File: config.mk
export PLATFORM = sky130hd
export DESIGN_NAME = dtc_timer_unit
export DESIGN_NICKNAME = d
export VERILOG_FILES = /design/src/hw/dtc_sync.v /design/src/hw/dtc_edge.v /design/src/hw/dtc_timer_unit.v
export VERILOG_INCLUDE_DIRS = /design/src /design/src/hw
export SDC_FILE = /design/constraint.sdc
export NUM_CORES = 1
export LEC_CHECK = 0
export ABC_AREA = 1
export BUFFER_PORTS_ARGS = -buffer_cell sky130_fd_sc_hd__buf_4
export CAP_MARGIN = 25
export CORE_MARGIN = 2
export CORE_UTILIZATION = 62
export CTS_BUF_LIST = sky130_fd_sc_hd__clkbuf_4 sky130_fd_sc_hd__clkbuf_8
export CTS_CLUSTER_DIAMETER = 30
export DETAILED_ROUTE_END_ITERATION = 8
export GPL_TIMING_DRIVEN = 0
export PLACE_DENSITY = 0.82
export SYNTH_ARGS = -nofsm -noshare
export SYNTH_HDL_FRONTEND = slang
export SYNTH_HIERARCHICAL = 1
export SYNTH_SLANG_ARGS = --single-unit
export TNS_END_PERCENT = 20
File: constraint.sdc
create_clock -name clk_sys -period 1.9 [get_ports clk_sys]
set_input_delay 0.38 -clock clk_sys [delete_from_list [all_inputs] [get_ports clk_sys]]
set_output_delay 0.38 -clock clk_sys [all_outputs]
set_load 0.01 [all_outputs]
File: src/hw/dtc_consts.vh
// register map, field positions and timing constants of the dual timer/counter unit
`ifndef DTC_CONSTS_VH
`define DTC_CONSTS_VH
`define DTC_ADDR_CTRL 8'h88
`define DTC_ADDR_MODE 8'h89
`define DTC_ADDR_T0LO 8'h8a
`define DTC_ADDR_T1LO 8'h8b
`define DTC_ADDR_T0HI 8'h8c
`define DTC_ADDR_T1HI 8'h8d
`define DTC_CTRL_TF1 7
`define DTC_CTRL_TR1 6
`define DTC_CTRL_TF0 5
`define DTC_CTRL_TR0 4
`define DTC_CTRL_IE1 3
`define DTC_CTRL_IT1 2
`define DTC_CTRL_IE0 1
`define DTC_CTRL_IT0 0
`define DTC_MODE_GATE0 7
`define DTC_MODE_CT0 6
`define DTC_MODE_M0_HI 5
`define DTC_MODE_M0_LO 4
`define DTC_MODE_GATE1 3
`define DTC_MODE_CT1 2
`define DTC_MODE_M1_HI 1
`define DTC_MODE_M1_LO 0
`define DTC_MODE_13BIT 2'b00
`define DTC_MODE_16BIT 2'b01
`define DTC_MODE_RELOAD 2'b10
`define DTC_MODE_SPLIT 2'b11
`define DTC_CTRL_RESET 8'h00
`define DTC_MODE_RESET 8'h00
`define DTC_CLKS_PER_MCYCLE 12
`define DTC_EDGE_MCYCLES 2
`endif

File: src/hw/dtc_sync.v
// three-stage synchroniser with agreement filter for an external level
`timescale 1ns/10ps
module dtc_sync
(
  input wire clk_sys,
  input wire rst_n,
  input wire pin_in,
  output reg level_q
);
  reg [2:0] stage_q;
  // stage_q[0] only feeds stage_q[1]; a change counts once stages 1 and 2 agree
  always @(posedge clk_sys)
  begin
    if (!rst_n)
    begin
      stage_q <= 3'h7;
      level_q <= 1'b1;
    end
    else
    begin
      stage_q <= {stage_q[1:0], pin_in};
      if (stage_q[1] == stage_q[2])
        level_q <= stage_q[2];
    end
  end
endmodule // dtc_sync

File: src/hw/dtc_edge.v
// falling-edge detector sampled once per machine cycle
`timescale 1ns/10ps
module dtc_edge
(
  input wire clk_sys,
  input wire rst_n,
  input wire sample_en,
  input wire level,
  output reg fall_q
);
  reg last_q;
  // two machine-cycle samples, high then low, make one edge; caps count rate
  always @(posedge clk_sys)
  begin
    if (!rst_n)
    begin
      last_q <= 1'b1;
      fall_q <= 1'b0;
    end
    else
    begin
      fall_q <= 1'b0;
      if (sample_en)
      begin
        last_q <= level;
        fall_q <= last_q & ~level;
      end
    end
  end
endmodule // dtc_edge

File: src/hw/dtc_timer_unit.v
// dual timer/counter unit on the processor special function register bus
// Functional notes
// - mode 2 reloads low byte from high byte on low-byte overflow.
// - reload mode timer advances low byte once per machine cycle while running.
// - timer 1 in mode 3 stops and holds its value.
// - timer 0 in mode 3 becomes two independent 8-bit counters.
// - split low byte uses timer 0 run and gate, sets timer 0 flag.
// - split high byte uses timer 1 run, sets timer 1 flag.
// - gate plus run counts falling edges of the routed input signal.
// - counter-select 1 counts events, 0 counts machine cycles; bits 6 and 2.
// - mode fields at bits 5:4 and 1:0, gate bits 7 and 3.
// - timer 1 flag set on overflow, cleared by software or acknowledge.
// - timer 0 flag set on overflow, cleared by software or acknowledge.
// - run bits at control bits 6 and 4; clearing stops the timer.
// - edge flags set on falling interrupt input, cleared on acknowledge.
// - type bits choose edge or low-level interrupt sensitivity.
// - type bit 0 means low level, 1 means falling edge.
// - timer operation advances once per twelve processor clocks.
// - mode 0 is 13-bit with low byte upper three bits zero; mode 1 16-bit.
// - counter input edges need two machine cycles to be recognised.
`timescale 1ns/10ps
`include "dtc_consts.vh"
module dtc_timer_unit
#(
  parameter CLKS_PER_MCYCLE = `DTC_CLKS_PER_MCYCLE
)
(
  input wire clk_sys,
  input wire rst_n,
  input wire [7:0] sfr_addr,
  input wire [7:0] sfr_wdata,
  input wire sfr_wr,
  input wire sfr_rd,
  output reg [7:0] sfr_rdata_q,
  output reg sfr_hit_q,
  input wire count_in0,
  input wire count_in1,
  input wire ext_irq0_n,
  input wire ext_irq1_n,
  input wire timer0_ack,
  input wire timer1_ack,
  input wire ext_irq0_ack,
  input wire ext_irq1_ack,
  output reg timer0_irq_q,
  output reg timer1_irq_q,
  output reg ext_irq0_req_q,
  output reg ext_irq1_req_q
);
  reg [7:0] ctrl_q;
  reg [7:0] mode_q;
  // count bytes, low and high half of each timer
  reg [7:0] t0lo_q;
  reg [7:0] t0hi_q;
  reg [7:0] t1lo_q;
  reg [7:0] t1hi_q;
  reg [3:0] pre_q;
  reg mcyc_q;
  // four-bit prescaler: a machine cycle longer than sixteen clocks needs a wider pre_q
  localparam [31:0] PRE_LAST_W = CLKS_PER_MCYCLE - 1;
  wire [3:0] pre_last = PRE_LAST_W[3:0];
  wire [3:0] pins_lvl;
  wire [3:0] pins_fall;
  // inputs idle high; synchronisers reset to one, so release makes no false edge
  wire [3:0] pins_raw = {ext_irq1_n, ext_irq0_n, count_in1, count_in0};
  genvar gi;
  // one synchroniser and edge detector per external input
  // count and interrupt pins share one path, so counting and edge-mode interrupts see the same latency
  generate
    for (gi = 0; gi < 4; gi = gi + 1)
    begin : g_pin
      dtc_sync u_sync
      (
        .clk_sys(clk_sys),
        .rst_n(rst_n),
        .pin_in(pins_raw[gi]),
        .level_q(pins_lvl[gi])
      );
      dtc_edge u_edge
      (
        .clk_sys(clk_sys),
        .rst_n(rst_n),
        .sample_en(mcyc_q),
        .level(pins_lvl[gi]),
        .fall_q(pins_fall[gi])
      );
    end
  endgenerate
  // machine-cycle strobe
  // high one clock in every CLKS_PER_MCYCLE, first a full period after reset
  always @(posedge clk_sys)
  begin
    if (!rst_n)
    begin
      pre_q <= 4'h0;
      mcyc_q <= 1'b0;
    end
    else
    begin
      mcyc_q <= (pre_q == pre_last);
      pre_q <= (pre_q == pre_last) ? 4'h0 : pre_q + 4'h1;
    end
  end
  wire [1:0] m0 = mode_q[`DTC_MODE_M0_HI:`DTC_MODE_M0_LO];
  wire [1:0] m1 = mode_q[`DTC_MODE_M1_HI:`DTC_MODE_M1_LO];
  wire run0 = ctrl_q[`DTC_CTRL_TR0];
  wire run1 = ctrl_q[`DTC_CTRL_TR1];
  // gate with run: count routed-input falling edges
  wire tick0 = mode_q[`DTC_MODE_GATE0] | mode_q[`DTC_MODE_CT0] ? pins_fall[0] : mcyc_q;
  wire tick1 = mode_q[`DTC_MODE_GATE1] | mode_q[`DTC_MODE_CT1] ? pins_fall[1] : mcyc_q;
  wire en0 = run0 & tick0;
  // split mode high byte clocks on machine cycles under timer 1 run
  wire en0h = (m0 == `DTC_MODE_SPLIT) & run1 & mcyc_q;
  // timer 1 in mode 3 holds its count; its run bit still clocks a split high byte
  wire en1 = run1 & tick1 & (m1 != `DTC_MODE_SPLIT);
  reg [7:0] t0lo_d, t0hi_d, t1lo_d, t1hi_d;
  // overflow pulses, taken by the flag logic on the same edge
  reg ovf0, ovf1;
  always @*
  begin
    t0lo_d = t0lo_q;
    t0hi_d = t0hi_q;
    t1lo_d = t1lo_q;
    t1hi_d = t1hi_q;
    ovf0 = 1'b0;
    ovf1 = 1'b0;
    // mode 0 keeps the top three low-byte bits clear, counting or not
    if (m0 == `DTC_MODE_13BIT)
      t0lo_d = {3'h0, t0lo_q[4:0]};
    if (m1 == `DTC_MODE_13BIT)
      t1lo_d = {3'h0, t1lo_q[4:0]};
    if (en0)
    begin
      case (m0)
        `DTC_MODE_13BIT:
        begin
          // five-bit prescale carries into the high byte
          t0lo_d = {3'h0, t0lo_q[4:0] + 5'h01};
          if (t0lo_q[4:0] == 5'h1f)
          begin
            t0hi_d = t0hi_q + 8'h01;
            ovf0 = (t0hi_q == 8'hff);
          end
        end
        `DTC_MODE_16BIT:
        begin
          t0lo_d = t0lo_q + 8'h01;
          if (t0lo_q == 8'hff)
          begin
            t0hi_d = t0hi_q + 8'h01;
            ovf0 = (t0hi_q == 8'hff);
          end
        end
        `DTC_MODE_RELOAD:
        begin
          // reload takes the high byte as it stood before this edge
          t0lo_d = (t0lo_q == 8'hff) ? t0hi_q : t0lo_q + 8'h01;
          ovf0 = (t0lo_q == 8'hff);
        end
        default:
        begin
          // split low byte runs alone under run 0 and gate 0
          t0lo_d = t0lo_q + 8'h01;
          ovf0 = (t0lo_q == 8'hff);
        end
      endcase
    end
    if (en0h)
    begin
      t0hi_d = t0hi_q + 8'h01;
      ovf1 = (t0hi_q == 8'hff);
    end
    if (en1)
    begin
      case (m1)
        `DTC_MODE_13BIT:
        begin
          t1lo_d = {3'h0, t1lo_q[4:0] + 5'h01};
          if (t1lo_q[4:0] == 5'h1f)
          begin
            t1hi_d = t1hi_q + 8'h01;
            ovf1 = ovf1 | (t1hi_q == 8'hff);
          end
        end
        `DTC_MODE_16BIT:
        begin
          t1lo_d = t1lo_q + 8'h01;
          if (t1lo_q == 8'hff)
          begin
            t1hi_d = t1hi_q + 8'h01;
            ovf1 = ovf1 | (t1hi_q == 8'hff);
          end
        end
        default:
        begin
          t1lo_d = (t1lo_q == 8'hff) ? t1hi_q : t1lo_q + 8'h01;
          // split timer 0 owns timer 1 flag; timer 1 reload overflow then sets no flag
          ovf1 = ovf1 | ((t1lo_q == 8'hff) & (m0 != `DTC_MODE_SPLIT));
        end
      endcase
    end
  end
  wire wr_ctrl = sfr_wr & (sfr_addr == `DTC_ADDR_CTRL);
  // one decode per register
  wire wr_mode = sfr_wr & (sfr_addr == `DTC_ADDR_MODE);
  wire wr_t0lo = sfr_wr & (sfr_addr == `DTC_ADDR_T0LO);
  wire wr_t0hi = sfr_wr & (sfr_addr == `DTC_ADDR_T0HI);
  wire wr_t1lo = sfr_wr & (sfr_addr == `DTC_ADDR_T1LO);
  wire wr_t1hi = sfr_wr & (sfr_addr == `DTC_ADDR_T1HI);
  // a mode 0 write lands with the top three low-byte bits already clear
  wire [7:0] t0lo_wdata = (m0 == `DTC_MODE_13BIT) ? {3'h0, sfr_wdata[4:0]} : sfr_wdata;
  wire [7:0] t1lo_wdata = (m1 == `DTC_MODE_13BIT) ? {3'h0, sfr_wdata[4:0]} : sfr_wdata;
  // external interrupt conditions
  // edge mode sees a fall sampled once per machine cycle
  wire irq0_set = ctrl_q[`DTC_CTRL_IT0] ? pins_fall[2] : 1'b0;
  wire irq1_set = ctrl_q[`DTC_CTRL_IT1] ? pins_fall[3] : 1'b0;
  always @(posedge clk_sys)
  begin
    if (!rst_n)
    begin
      ctrl_q <= `DTC_CTRL_RESET;
      mode_q <= `DTC_MODE_RESET;
      t0lo_q <= 8'h00;
      t0hi_q <= 8'h00;
      t1lo_q <= 8'h00;
      t1hi_q <= 8'h00;
    end
    else
    begin
      // software writes win over counting on the same edge
      t0lo_q <= wr_t0lo ? t0lo_wdata : t0lo_d;
      t0hi_q <= wr_t0hi ? sfr_wdata : t0hi_d;
      t1lo_q <= wr_t1lo ? t1lo_wdata : t1lo_d;
      t1hi_q <= wr_t1hi ? sfr_wdata : t1hi_d;
      // new mode applies from the next edge; counts are kept as they stand
      if (wr_mode)
        mode_q <= sfr_wdata;
      // written ones never set a flag, so read-modify-write cannot raise one
      if (wr_ctrl)
      begin
        ctrl_q[`DTC_CTRL_TR1] <= sfr_wdata[`DTC_CTRL_TR1];
        ctrl_q[`DTC_CTRL_TR0] <= sfr_wdata[`DTC_CTRL_TR0];
        ctrl_q[`DTC_CTRL_IT1] <= sfr_wdata[`DTC_CTRL_IT1];
        ctrl_q[`DTC_CTRL_IT0] <= sfr_wdata[`DTC_CTRL_IT0];
      end
      // set wins over software write and acknowledge
      ctrl_q[`DTC_CTRL_TF1] <= ovf1 | (ctrl_q[`DTC_CTRL_TF1] & ~timer1_ack
        & ~(wr_ctrl & ~sfr_wdata[`DTC_CTRL_TF1]));
      ctrl_q[`DTC_CTRL_TF0] <= ovf0 | (ctrl_q[`DTC_CTRL_TF0] & ~timer0_ack
        & ~(wr_ctrl & ~sfr_wdata[`DTC_CTRL_TF0]));
      // level mode: flag mirrors the synchronised low level, no latching
      // acknowledge and writes leave a level-mode flag alone; only the pin clears it
      if (!ctrl_q[`DTC_CTRL_IT1])
        ctrl_q[`DTC_CTRL_IE1] <= ~pins_lvl[3];
      else
        ctrl_q[`DTC_CTRL_IE1] <= irq1_set | (ctrl_q[`DTC_CTRL_IE1] & ~ext_irq1_ack
          & ~(wr_ctrl & ~sfr_wdata[`DTC_CTRL_IE1]));
      if (!ctrl_q[`DTC_CTRL_IT0])
        ctrl_q[`DTC_CTRL_IE0] <= ~pins_lvl[2];
      else
        ctrl_q[`DTC_CTRL_IE0] <= irq0_set | (ctrl_q[`DTC_CTRL_IE0] & ~ext_irq0_ack
          & ~(wr_ctrl & ~sfr_wdata[`DTC_CTRL_IE0]));
    end
  end
  // registered read port and request outputs
  // a 16-bit count is read a byte at a time; software re-reads if the low byte wrapped
  always @(posedge clk_sys)
  begin
    if (!rst_n)
    begin
      sfr_rdata_q <= 8'h00;
      sfr_hit_q <= 1'b0;
      timer0_irq_q <= 1'b0;
      timer1_irq_q <= 1'b0;
      ext_irq0_req_q <= 1'b0;
      ext_irq1_req_q <= 1'b0;
    end
    else
    begin
      // requests trail the flags by one clock
      timer0_irq_q <= ctrl_q[`DTC_CTRL_TF0];
      timer1_irq_q <= ctrl_q[`DTC_CTRL_TF1];
      ext_irq0_req_q <= ctrl_q[`DTC_CTRL_IE0];
      ext_irq1_req_q <= ctrl_q[`DTC_CTRL_IE1];
      sfr_hit_q <= 1'b0;
      sfr_rdata_q <= 8'h00;
      if (sfr_rd)
      begin
        sfr_hit_q <= 1'b1;
        case (sfr_addr)
          `DTC_ADDR_CTRL: sfr_rdata_q <= ctrl_q;
          `DTC_ADDR_MODE: sfr_rdata_q <= mode_q;
          `DTC_ADDR_T0LO: sfr_rdata_q <= t0lo_q;
          `DTC_ADDR_T1LO: sfr_rdata_q <= t1lo_q;
          `DTC_ADDR_T0HI: sfr_rdata_q <= t0hi_q;
          `DTC_ADDR_T1HI: sfr_rdata_q <= t1hi_q;
          default: sfr_hit_q <= 1'b0;
        endcase
      end
    end
  end
endmodule // dtc_timer_unit

==> results.sh, run 1 <==
export IMPL_cp_required_ns=2.13
export IMPL_vdd_drop_max_mv=0.512
export IMPL_synth_cell_types=32
export IMPL_via_count=5291
export IMPL_area_growth_pct=12.7
export IMPL_pin_count=41
export IMPL_n_antenna_cell=0
export IMPL_synth_area_per_cell_um2=6.37
export IMPL_syn_num_nets=830
export IMPL_hpwl_um=10500
export IMPL_synth_cells=795
export IMPL_min_path_type="in -> reg"
export IMPL_drc=0
export IMPL_antenna_left=0
export IMPL_yosysWarningCount=6
export IMPL_drive_above_1_share=0.141
export IMPL_gr_total_overflow=0
export IMPL_first_iter_violations=412
export IMPL_htree_num_levels=3
export IMPL_die_w_um=94.4
export IMPL_path_class="reg -> reg"
export IMPL_hold_violations=0
export IMPL_viasPerCell=5.55
export IMPL_powerDensity_nw_per_um2=605
export IMPL_slew_headroom=0.548
export IMPL_netlist_area_um2=5060
export IMPL_track_usage=0.329
export IMPL_avgRoutedWirePerCell_um=14.8
export IMPL_arrival_ns=2.01
export IMPL_worst_slack_ns=0.119
export IMPL_yosysSeqAreaShare=0.356
export IMPL_clk_latency_ns=0.37
export IMPL_antenna_found_initial=0
export IMPL_status="completed"
export IMPL_setup_violations=0
export IMPL_fin_crit_sh=0.937
export IMPL_start_util=0.649
export IMPL_max_freq_mhz=562
export IMPL_cts_tree="done"
export IMPL_endpoint_kind="flip-flop"
export IMPL_rsz0062_at_grt="no"
export IMPL_total_power_w=0.00345
export IMPL_die_h_um=94.4
export IMPL_numCtsBuffers=9
export IMPL_rows=32
export IMPL_cts_buffer_depth=2
export IMPL_fin_util=0.731
export IMPL_coreArea_um2=7810
export IMPL_worst_pin_slew_ns=0.678
export IMPL_die_area_um2=8910
export IMPL_numPortBuffers=40
export IMPL_worstSetupStartpointType="flip-flop"
export IMPL_dr_pass1_iters=5
export IMPL_place_congestion=0.970
export IMPL_grt_max_degree=28
export IMPL_clock_sinks=90
export IMPL_drv_cap=0
export IMPL_clk_pin_slew_ns=0.11
export IMPL_clock_skew_ns=0.0115
export IMPL_power_leakage_nw=2.79
export IMPL_nets=881
export IMPL_drt_total_wl_um=14100
export IMPL_grt_pass1_wl_um=22500
export IMPL_first_global_vias=4910
export IMPL_dp_slack_ns=-0.0359
export IMPL_cp_max_fo=9
export IMPL_hold_ws_ns=0.174
export IMPL_min_period_ns=1.78
export IMPL_clockRootBuffer="clkbuf_8"
export IMPL_maxSlewViolCount=0
export IMPL_ys_ff_latch=90
## cell families after synthesis
logic type                 count (synthesis)  share of synthesized area
AOI/OAI and AO/OA                        111                      0.116
xor gates and xnor gates                   6                     0.0104
adders and majority gates                  7                     0.0173
buffers and inverters                    143                      0.116
DFF                                       90                      0.356
and+or+nand+nor                          438                      0.385
## critical path: stages, from the launching register on
cell     delay [ns]
dfxtp_1        0.37
ha_1           0.24
nand2_2        0.10
nor2_4         0.05
ha_1           0.18
or2_2          0.31
nand3_4        0.16
nand2_4        0.10
nand2_1        0.07
a21oi_1        0.05
## registers in the layout, summed over array words and instances, names as in the netlist
register and cells:
ctrl_q 8, ext_irq0_req_q 1, ext_irq1_req_q 1, g_pin.u_edge/fall_q 4, g_pin.u_edge/last_q 4, g_pin.u_sync/level_q 4, g_pin.u_sync/stage_q 12, mcyc_q 1
mode_q 8, pre_q 4, sfr_hit_q 1, sfr_rdata_q 8, t0hi_q 8, t0lo_q 8, t1hi_q 8, t1lo_q 8
timer0_irq_q 1, timer1_irq_q 1
## per-stage QoR
step	setup TNS, ns	cells	instance area [um^2]
floorplan	0	795	5060
global placement	-0.0000204	937	5490
detailed placement	-0.108	937	5490
CTS	0	953	5690
global route	0	953	5710
finish	0	953	5710
## worst paths after layout
check                             startpoint                          to  slack (ns)  cells past startpoint
setup / recovery                   t1lo_q[0]                   t1hi_q[7]        0.12                      9
hold / removal                     count_in0  g_pin[0].u_sync/stage_q[0]        0.17                      3
setup reg to reg                   t1lo_q[0]                   t1hi_q[7]        0.12                      9
hold reg to reg   g_pin[1].u_sync/stage_q[0]  g_pin[1].u_sync/stage_q[1]        0.42                      2
## layout make-up
| cell class | count | area (um^2) |
|---|---|---|
| Buffer | 18 | 119 |
| Sequential cell | 90 | 1810 |
| Fill cell | 674 | 2100 |
| Multi-Input combinational cell | 562 | 2690 |
| Clock inverter | 7 | 76.3 |
| Inverter | 125 | 469 |
| Timing Repair Buffer | 40 | 300 |
| Clock buffer | 9 | 124 |
| Tap cell | 102 | 128 |
## what timing repair did
action | 4_1_cts | 5_1_grt
hold endpoints to repair | 0 | 0
hold buffers | 0 | 0
pin swaps | 0 | 0
setup endpoints to repair | 5 | 9
gates resized for setup | 1 | 5
setup buffers | 0 | 0
## cells in the mapped netlist (all sizes together)
cell	instances	area (um^2)
a21oi	47	235
buf	13	90.1
clkbuf	5	28.8
clkinv	1	3.75
dfxtp	90	1800
ha	7	87.6
inv	124	465
nand2	236	916
nand3	84	480
nand3b	3	22.5
nand4	5	37.5
nor2	98	425
nor3	6	30.0
o211ai	8	60.1
o21ai	53	269
o21bai	2	15.0
o22ai	1	6.26
or2	6	37.5
xnor2	1	8.76
xor2	5	43.8
## per-layer routing
layer  up-vias  GRT usage  share of wire
met4         0      0.141          0.039
li1       2597          -              -
met1      2394      0.422           0.42
met3        48     0.0479          0.077
met5         -          0              0
met2       252      0.553           0.46
## power by group
group          internal, W  leakage (nW)  switching [W]  total, W
clock             0.000524         0.103       0.000823   0.00135
sequential         0.00190         0.730      0.0000107   0.00191
combinational    0.0000670          1.96       0.000124  0.000191
total              0.00249          2.79       0.000958   0.00345
## layout by cell type (no fill, tap or decap), drive strengths merged
master	count
inv	128
nor3	6
o211ai	8
o21bai	2
xor2	5
a21oi	47
o22ai	1
clkbuf	14
ha	7
dfxtp	90
xnor2	1
nand2	236
nand3	84
o21ai	53
nand3b	3
clkinv	4
buf	53
or2	6
nor2	98
nand4	5
(Power assumes the default switching activity.)
==> run 2, diff against run 1 <==
CORE_UTILIZATION = 55   (was 62)
PLACE_DENSITY = 0.74   (was 0.82)
==> run 2 against run 1 <==
Against the previous run:
- worst setup slack better by 0.038 ns
- cell area up 1.3%
- hold slack got worse by 0.016 ns
- largest power group unchanged
- wire length increased by 1.4%
- combinational power about the same
- power hardly changed
- maximum frequency increased by 2.2%
- core utilization down 9.3 points
- die area up 12%
- final cell count grew 1.2%
- non-clock buffer count increased by 2
==> results.sh, run 2 (synthesis gave the netlist of run 1 again) <==
export IMPL_numPortBuffers=40
export IMPL_max_freq_mhz=574
export IMPL_htree_num_levels=3
export IMPL_track_usage=0.296
export IMPL_maxSlewViolCount=0
export IMPL_avgRoutedWirePerCell_um=14.8
export IMPL_endpoint_kind="flip-flop"
export IMPL_place_congestion=0.941
export IMPL_antenna_found_initial=0
export IMPL_coreArea_um2=9060
export IMPL_final_common_cell="nand2_1"
export IMPL_r2r_setup_slack_ns=0.16
export IMPL_cts_buffer_depth=2
export IMPL_clk_latency_ns=0.38
export IMPL_rsz0062_at_grt="no"
export IMPL_final_cell_mix="226 x nand2_1, 120 x inv_1, 85 x nor2_1, 85 x dfxtp_1, 73 x nand3_1"
export IMPL_drv_cap=0
export IMPL_drt_total_wl_um=14300
export IMPL_die_w_um=100
export IMPL_drive_above_1_share=0.145
export IMPL_first_iter_violations=344
export IMPL_clock_skew_ns=0.00923
export IMPL_holdPathStages=3
export IMPL_grt_pass1_wl_um=23200
export IMPL_min_path_type="in -> reg"
export IMPL_worstSetupStartpointType="flip-flop"
export IMPL_worst_pin_slew_ns=0.761
export IMPL_vdd_drop_max_mv=0.400
export IMPL_rows=35
export IMPL_die_h_um=100
export IMPL_clockRootBuffer="clkbuf_8"
export IMPL_gr_total_overflow=0
export IMPL_hold_buffers=0
export IMPL_pin_count=41
export IMPL_via_count=5227
export IMPL_largest_reg_flops=12
export IMPL_arrival_ns=2.02
export IMPL_hpwl_um=10600
export IMPL_status="completed"
export IMPL_power_leakage_nw=2.81
export IMPL_numCtsBuffers=9
export IMPL_regMostFlops="g_pin.u_sync/stage_q"
export IMPL_clk_pin_slew_ns=0.11
export IMPL_grt_max_degree=28
export IMPL_start_util=0.559
export IMPL_slew_headroom=0.492
export IMPL_dp_cells=946
export IMPL_fin_cells=964
export IMPL_first_global_vias=4782
export IMPL_drc=0
export IMPL_path_class="reg -> reg"
export IMPL_viasPerCell=5.42
export IMPL_hold_violations=0
export IMPL_total_power_w=0.00345
export IMPL_powerDensity_nw_per_um2=597
export IMPL_n_antenna_cell=0
export IMPL_dr_pass1_iters=5
export IMPL_setup_violations=0
export IMPL_area_growth_pct=14.2
export IMPL_cp_required_ns=2.18
export IMPL_min_period_ns=1.74
export IMPL_cts_tree="done"
export IMPL_die_area_um2=9990
export IMPL_nets=883
export IMPL_fin_crit_sh=0.917
export IMPL_antenna_left=0
export IMPL_cp_max_fo=6
export IMPL_clock_sinks=90
export IMPL_r2r_cells=10
## run 2: area by class of cell
cell class | count | area, um^2
clock buffer | 9 | 124
inverter | 125 | 469
fill | 877 | 3280
clock inverter | 7 | 81.3
tap | 111 | 139
multi-input combinational | 562 | 2710
buffer | 18 | 123
sequential | 90 | 1810
timing repair buffer | 42 | 333
## run 2: stage by stage
stage / hold slack, ns / area, um^2 / setup TNS, ns / setup slack [ns] / utilization
3_5_place_dp: 0.390 / 5500 / -0.479 / -0.110 / 0.607
3_3_place_gp: 0.382 / 5500 / -0.483 / -0.0902 / 0.607
6_report: 0.158 / 5780 / 0 / 0.157 / 0.638
2_1_floorplan: 0.380 / 5060 / 0 / 0.329 / -
5_1_grt: 0.166 / 5780 / 0 / 0.0467 / 0.638
4_1_cts: 0.153 / 5710 / 0 / 0.0361 / 0.630
## run 2: what timing repair did
action                                  4_1_cts  5_1_grt
endpoints found under the setup margin        8       17
buffers inserted                              0        1
pin swaps                                     0        2
gates cloned                                  0        1
resized for setup                             1       12
## run 2: critical path, cell delays in order (launching register included)
cell and delay, ns:
dfxtp_4 0.40, ha_4 0.15, nand2_2 0.07, nor2_4 0.17, ha_1 0.17, nand2_1 0.07, o21ai_2 0.09, nand3_4 0.15
buf_8 0.16, a21oi_1 0.14, nor2_1 0.06
## run 2: where the power goes
group | switching (W) | internal [W]
clock network | 0.000828 | 0.000525
registers | 0.0000103 | 0.00190
logic | 0.000123 | 0.0000668
total | 0.000961 | 0.00249
## run 2: metal layers
metal  routed length, um  global-route usage
met1                5980               0.390
met2                6650               0.483
met3                1030              0.0341
met4                 595               0.145
met5                   0                   0
## run 2: worst paths after layout
check                             start                         end
max                           t0lo_q[0]                   t0hi_q[4]
max reg2reg                   t0lo_q[0]                   t0hi_q[4]
min                          ext_irq0_n  g_pin[2].u_sync/stage_q[0]
min reg2reg  g_pin[2].u_sync/stage_q[0]  g_pin[2].u_sync/stage_q[1]
==> run 3, diff against run 2 <==
PLACE_DENSITY = unset   (was 0.74)
PLACE_DENSITY_LB_ADDON = 0.3   (was unset)
==> run 3 against run 2 <==
Against the previous run:
- core utilization fell by 0.58 points
- first-iteration DRC count rose by 30%
- global-route usage fell by 0.17 points
- wire length rose by 0.46%
- register-to-register slack got worse by 0.05 ns
- sequential cell count did not move
- via count rose by 1.1%
- largest cell class unchanged
==> results.sh, run 3 (synthesis gave the netlist of run 1 again) <==
export IMPL_pin_count=41
export IMPL_cp_num_cells=9
export IMPL_drv_cap=0
export IMPL_total_power_w=0.00346
export IMPL_worstSetupStartpointType="flip-flop"
export IMPL_clockRootBuffer="clkbuf_8"
export IMPL_clkPwrFrac=0.392
export IMPL_viasPerCell=5.48
export IMPL_endpoint_kind="flip-flop"
export IMPL_path_class="reg -> reg"
export IMPL_die_w_um=100
export IMPL_max_stage_delay_ns=0.37
export IMPL_whs_endpoint="g_pin[2].u_sync/stage_q[0]"
export IMPL_cts_tree="done"
export IMPL_first_global_vias=5004
export IMPL_grt_pass1_wl_um=23200
export IMPL_die_area_um2=9990
export IMPL_r2r_setup_slack_ns=0.11
export IMPL_grt_met2_usage=0.504
export IMPL_clock_skew_ns=0.00899
export IMPL_area_growth_pct=13.2
export IMPL_hold_buffers=0
export IMPL_n_antenna_cell=0
export IMPL_p_int_w=0.00249
export IMPL_fin_crit_sh=0.943
export IMPL_antenna_left=0
export IMPL_min_from="ext_irq0_n"
export IMPL_min_period_ns=1.79
export IMPL_avgRoutedWirePerCell_um=14.9
export IMPL_power_leakage_nw=2.79
export IMPL_drt_total_wl_um=14300
export IMPL_clock_sinks=90
export IMPL_r2r_start="t1lo_q[0]"
export IMPL_via_count=5282
export IMPL_crit_buf_inv=0
export IMPL_dp_slack_ns=-0.0211
export IMPL_hpwl_um=10700
export IMPL_power_frac_seq=0.553
export IMPL_numPortBuffers=40
export IMPL_netSwitchingFraction=0.278
export IMPL_rsz0062_at_grt="yes"
export IMPL_regMostFlops="g_pin.u_sync/stage_q"
export IMPL_combinationalPowerShare=0.054
export IMPL_crit_chain="ha_1 > nand2_2 > nor2_4 > ha_1 > or2_2 > nand3_4 > nand2_4 > nand2_1 > a21oi_1"
export IMPL_cts_buffer_depth=2
export IMPL_r2r_cells=9
export IMPL_worst_slack_ns=0.107
export IMPL_min_path_type="in -> reg"
export IMPL_clk_pin_slew_ns=0.11
export IMPL_gr_total_overflow=0
export IMPL_largest_reg_flops=12
export IMPL_dr_pass1_iters=7
export IMPL_holdPathStages=3
export IMPL_switching_power_w=0.000962
export IMPL_status="completed"
export IMPL_nets=882
export IMPL_vdd_drop_max_mv=0.509
export IMPL_slowest_stage="dfxtp_1"
export IMPL_first_iter_violations=446
export IMPL_fin_area_um2=5730
export IMPL_drc=0
export IMPL_arrival_ns=2.03
export IMPL_final_cell_mix="226 x nand2_1, 120 x inv_1, 86 x dfxtp_1, 85 x nor2_1, 74 x nand3_1"
export IMPL_path_delay_family="simple AND/OR/NAND/NOR gates"
export IMPL_cp_required_ns=2.13
export IMPL_maxSlewViolCount=0
export IMPL_drive_above_1_share=0.142
export IMPL_rows=35
export IMPL_setup_violations=0
export IMPL_worst_pin_slew_ns=0.630
export IMPL_place_area_um2=5500
export IMPL_crit_top_cell="ha_1"
export IMPL_max_freq_mhz=558
export IMPL_grt_busiest_layer="met2"
export IMPL_use_met3=0.0439
export IMPL_final_common_cell="nand2_1"
export IMPL_htree_num_levels=3
export IMPL_start_util=0.559
export IMPL_clk_latency_ns=0.37
export IMPL_slew_headroom=0.580
export IMPL_place_congestion=0.959
export IMPL_cp_max_fo=9
export IMPL_r2r_end="t1hi_q[7]"
export IMPL_track_usage=0.294
export IMPL_grtUsageMet1=0.368
export IMPL_coreArea_um2=9060
export IMPL_numCtsBuffers=9
export IMPL_grt_max_degree=28
export IMPL_powerDensity_nw_per_um2=603
export IMPL_hold_violations=0
export IMPL_die_h_um=100
export IMPL_antenna_found_initial=0
## run 3: how the worst max path moves through the flow
stage / startpoint / endpoint / slack [ns]
4_1_cts: t0lo_q[0] / t0lo_q[3] / 0.03
6_report: t1lo_q[0] / t1hi_q[7] / 0.11
3_3_place_gp: rst_n / mode_q[1] / 0.002
2_1_floorplan: t1lo_q[0] / t1hi_q[3] / 0.33
3_5_place_dp: mcyc_q / t0hi_q[4] / -0.02
5_1_grt: t0lo_q[0] / t0lo_q[1] / -0.007
## run 3: layout make-up
cell class / count / area [um^2]
plain buffers: 18 / 119
clock buffers: 9 / 124
clock inverters: 7 / 81.3
fillers: 859 / 3330
inverters: 125 / 469
multi-input cells: 562 / 2680
flip-flops and latches: 90 / 1810
well taps: 111 / 139
repair buffers: 41 / 308
## run 3: worst min-delay path, cell delays in order
cell and delay, ns:
buf_4 0.08, inv_1 0.03, nand2_1 0.04
## run 3: repair_timing
| item | 4_1_cts | 5_1_grt |
|---|---|---|
| hold endpoints to repair | 0 | 0 |
| setup endpoints to repair | 5 | 15 |
| pin swaps | 0 | 1 |
| resized for setup | 1 | 6 |
| setup buffers | 0 | 1 |
## run 3: power groups by stage
stage / Clock, W / Sequential [W] / Combinational [W]
floorplan: 0 / 0.00195 / 0.0000838
global route: 0.00144 / 0.00191 / 0.000204
global placement: 0 / 0.00196 / 0.000180
detailed placement: 0 / 0.00196 / 0.000184
finish: 0.00136 / 0.00191 / 0.000188
CTS: 0.00136 / 0.00191 / 0.000186
## run 3: routing by layer
| layer | part of all wire | wire length [um] |
|---|---|---|
| met1 | 0.40 | 5740 |
| met2 | 0.48 | 6870 |
| met3 | 0.082 | 1170 |
| met4 | 0.038 | 541 |
| met5 | 0 | 0 |
## run 3: through the flow
| stage | cells | utilization | hold slack, ns | setup TNS, ns |
|---|---|---|---|---|
| floorplan | 795 | - | 0.380 | 0 |
| global placement | 946 | 0.607 | 0.382 | 0 |
| detailed placement | 946 | 0.607 | 0.390 | -0.0923 |
| CTS | 962 | 0.630 | 0.162 | 0 |
| global route | 963 | 0.632 | 0.152 | -0.0129 |
| finish | 963 | 0.632 | 0.166 | 0 |
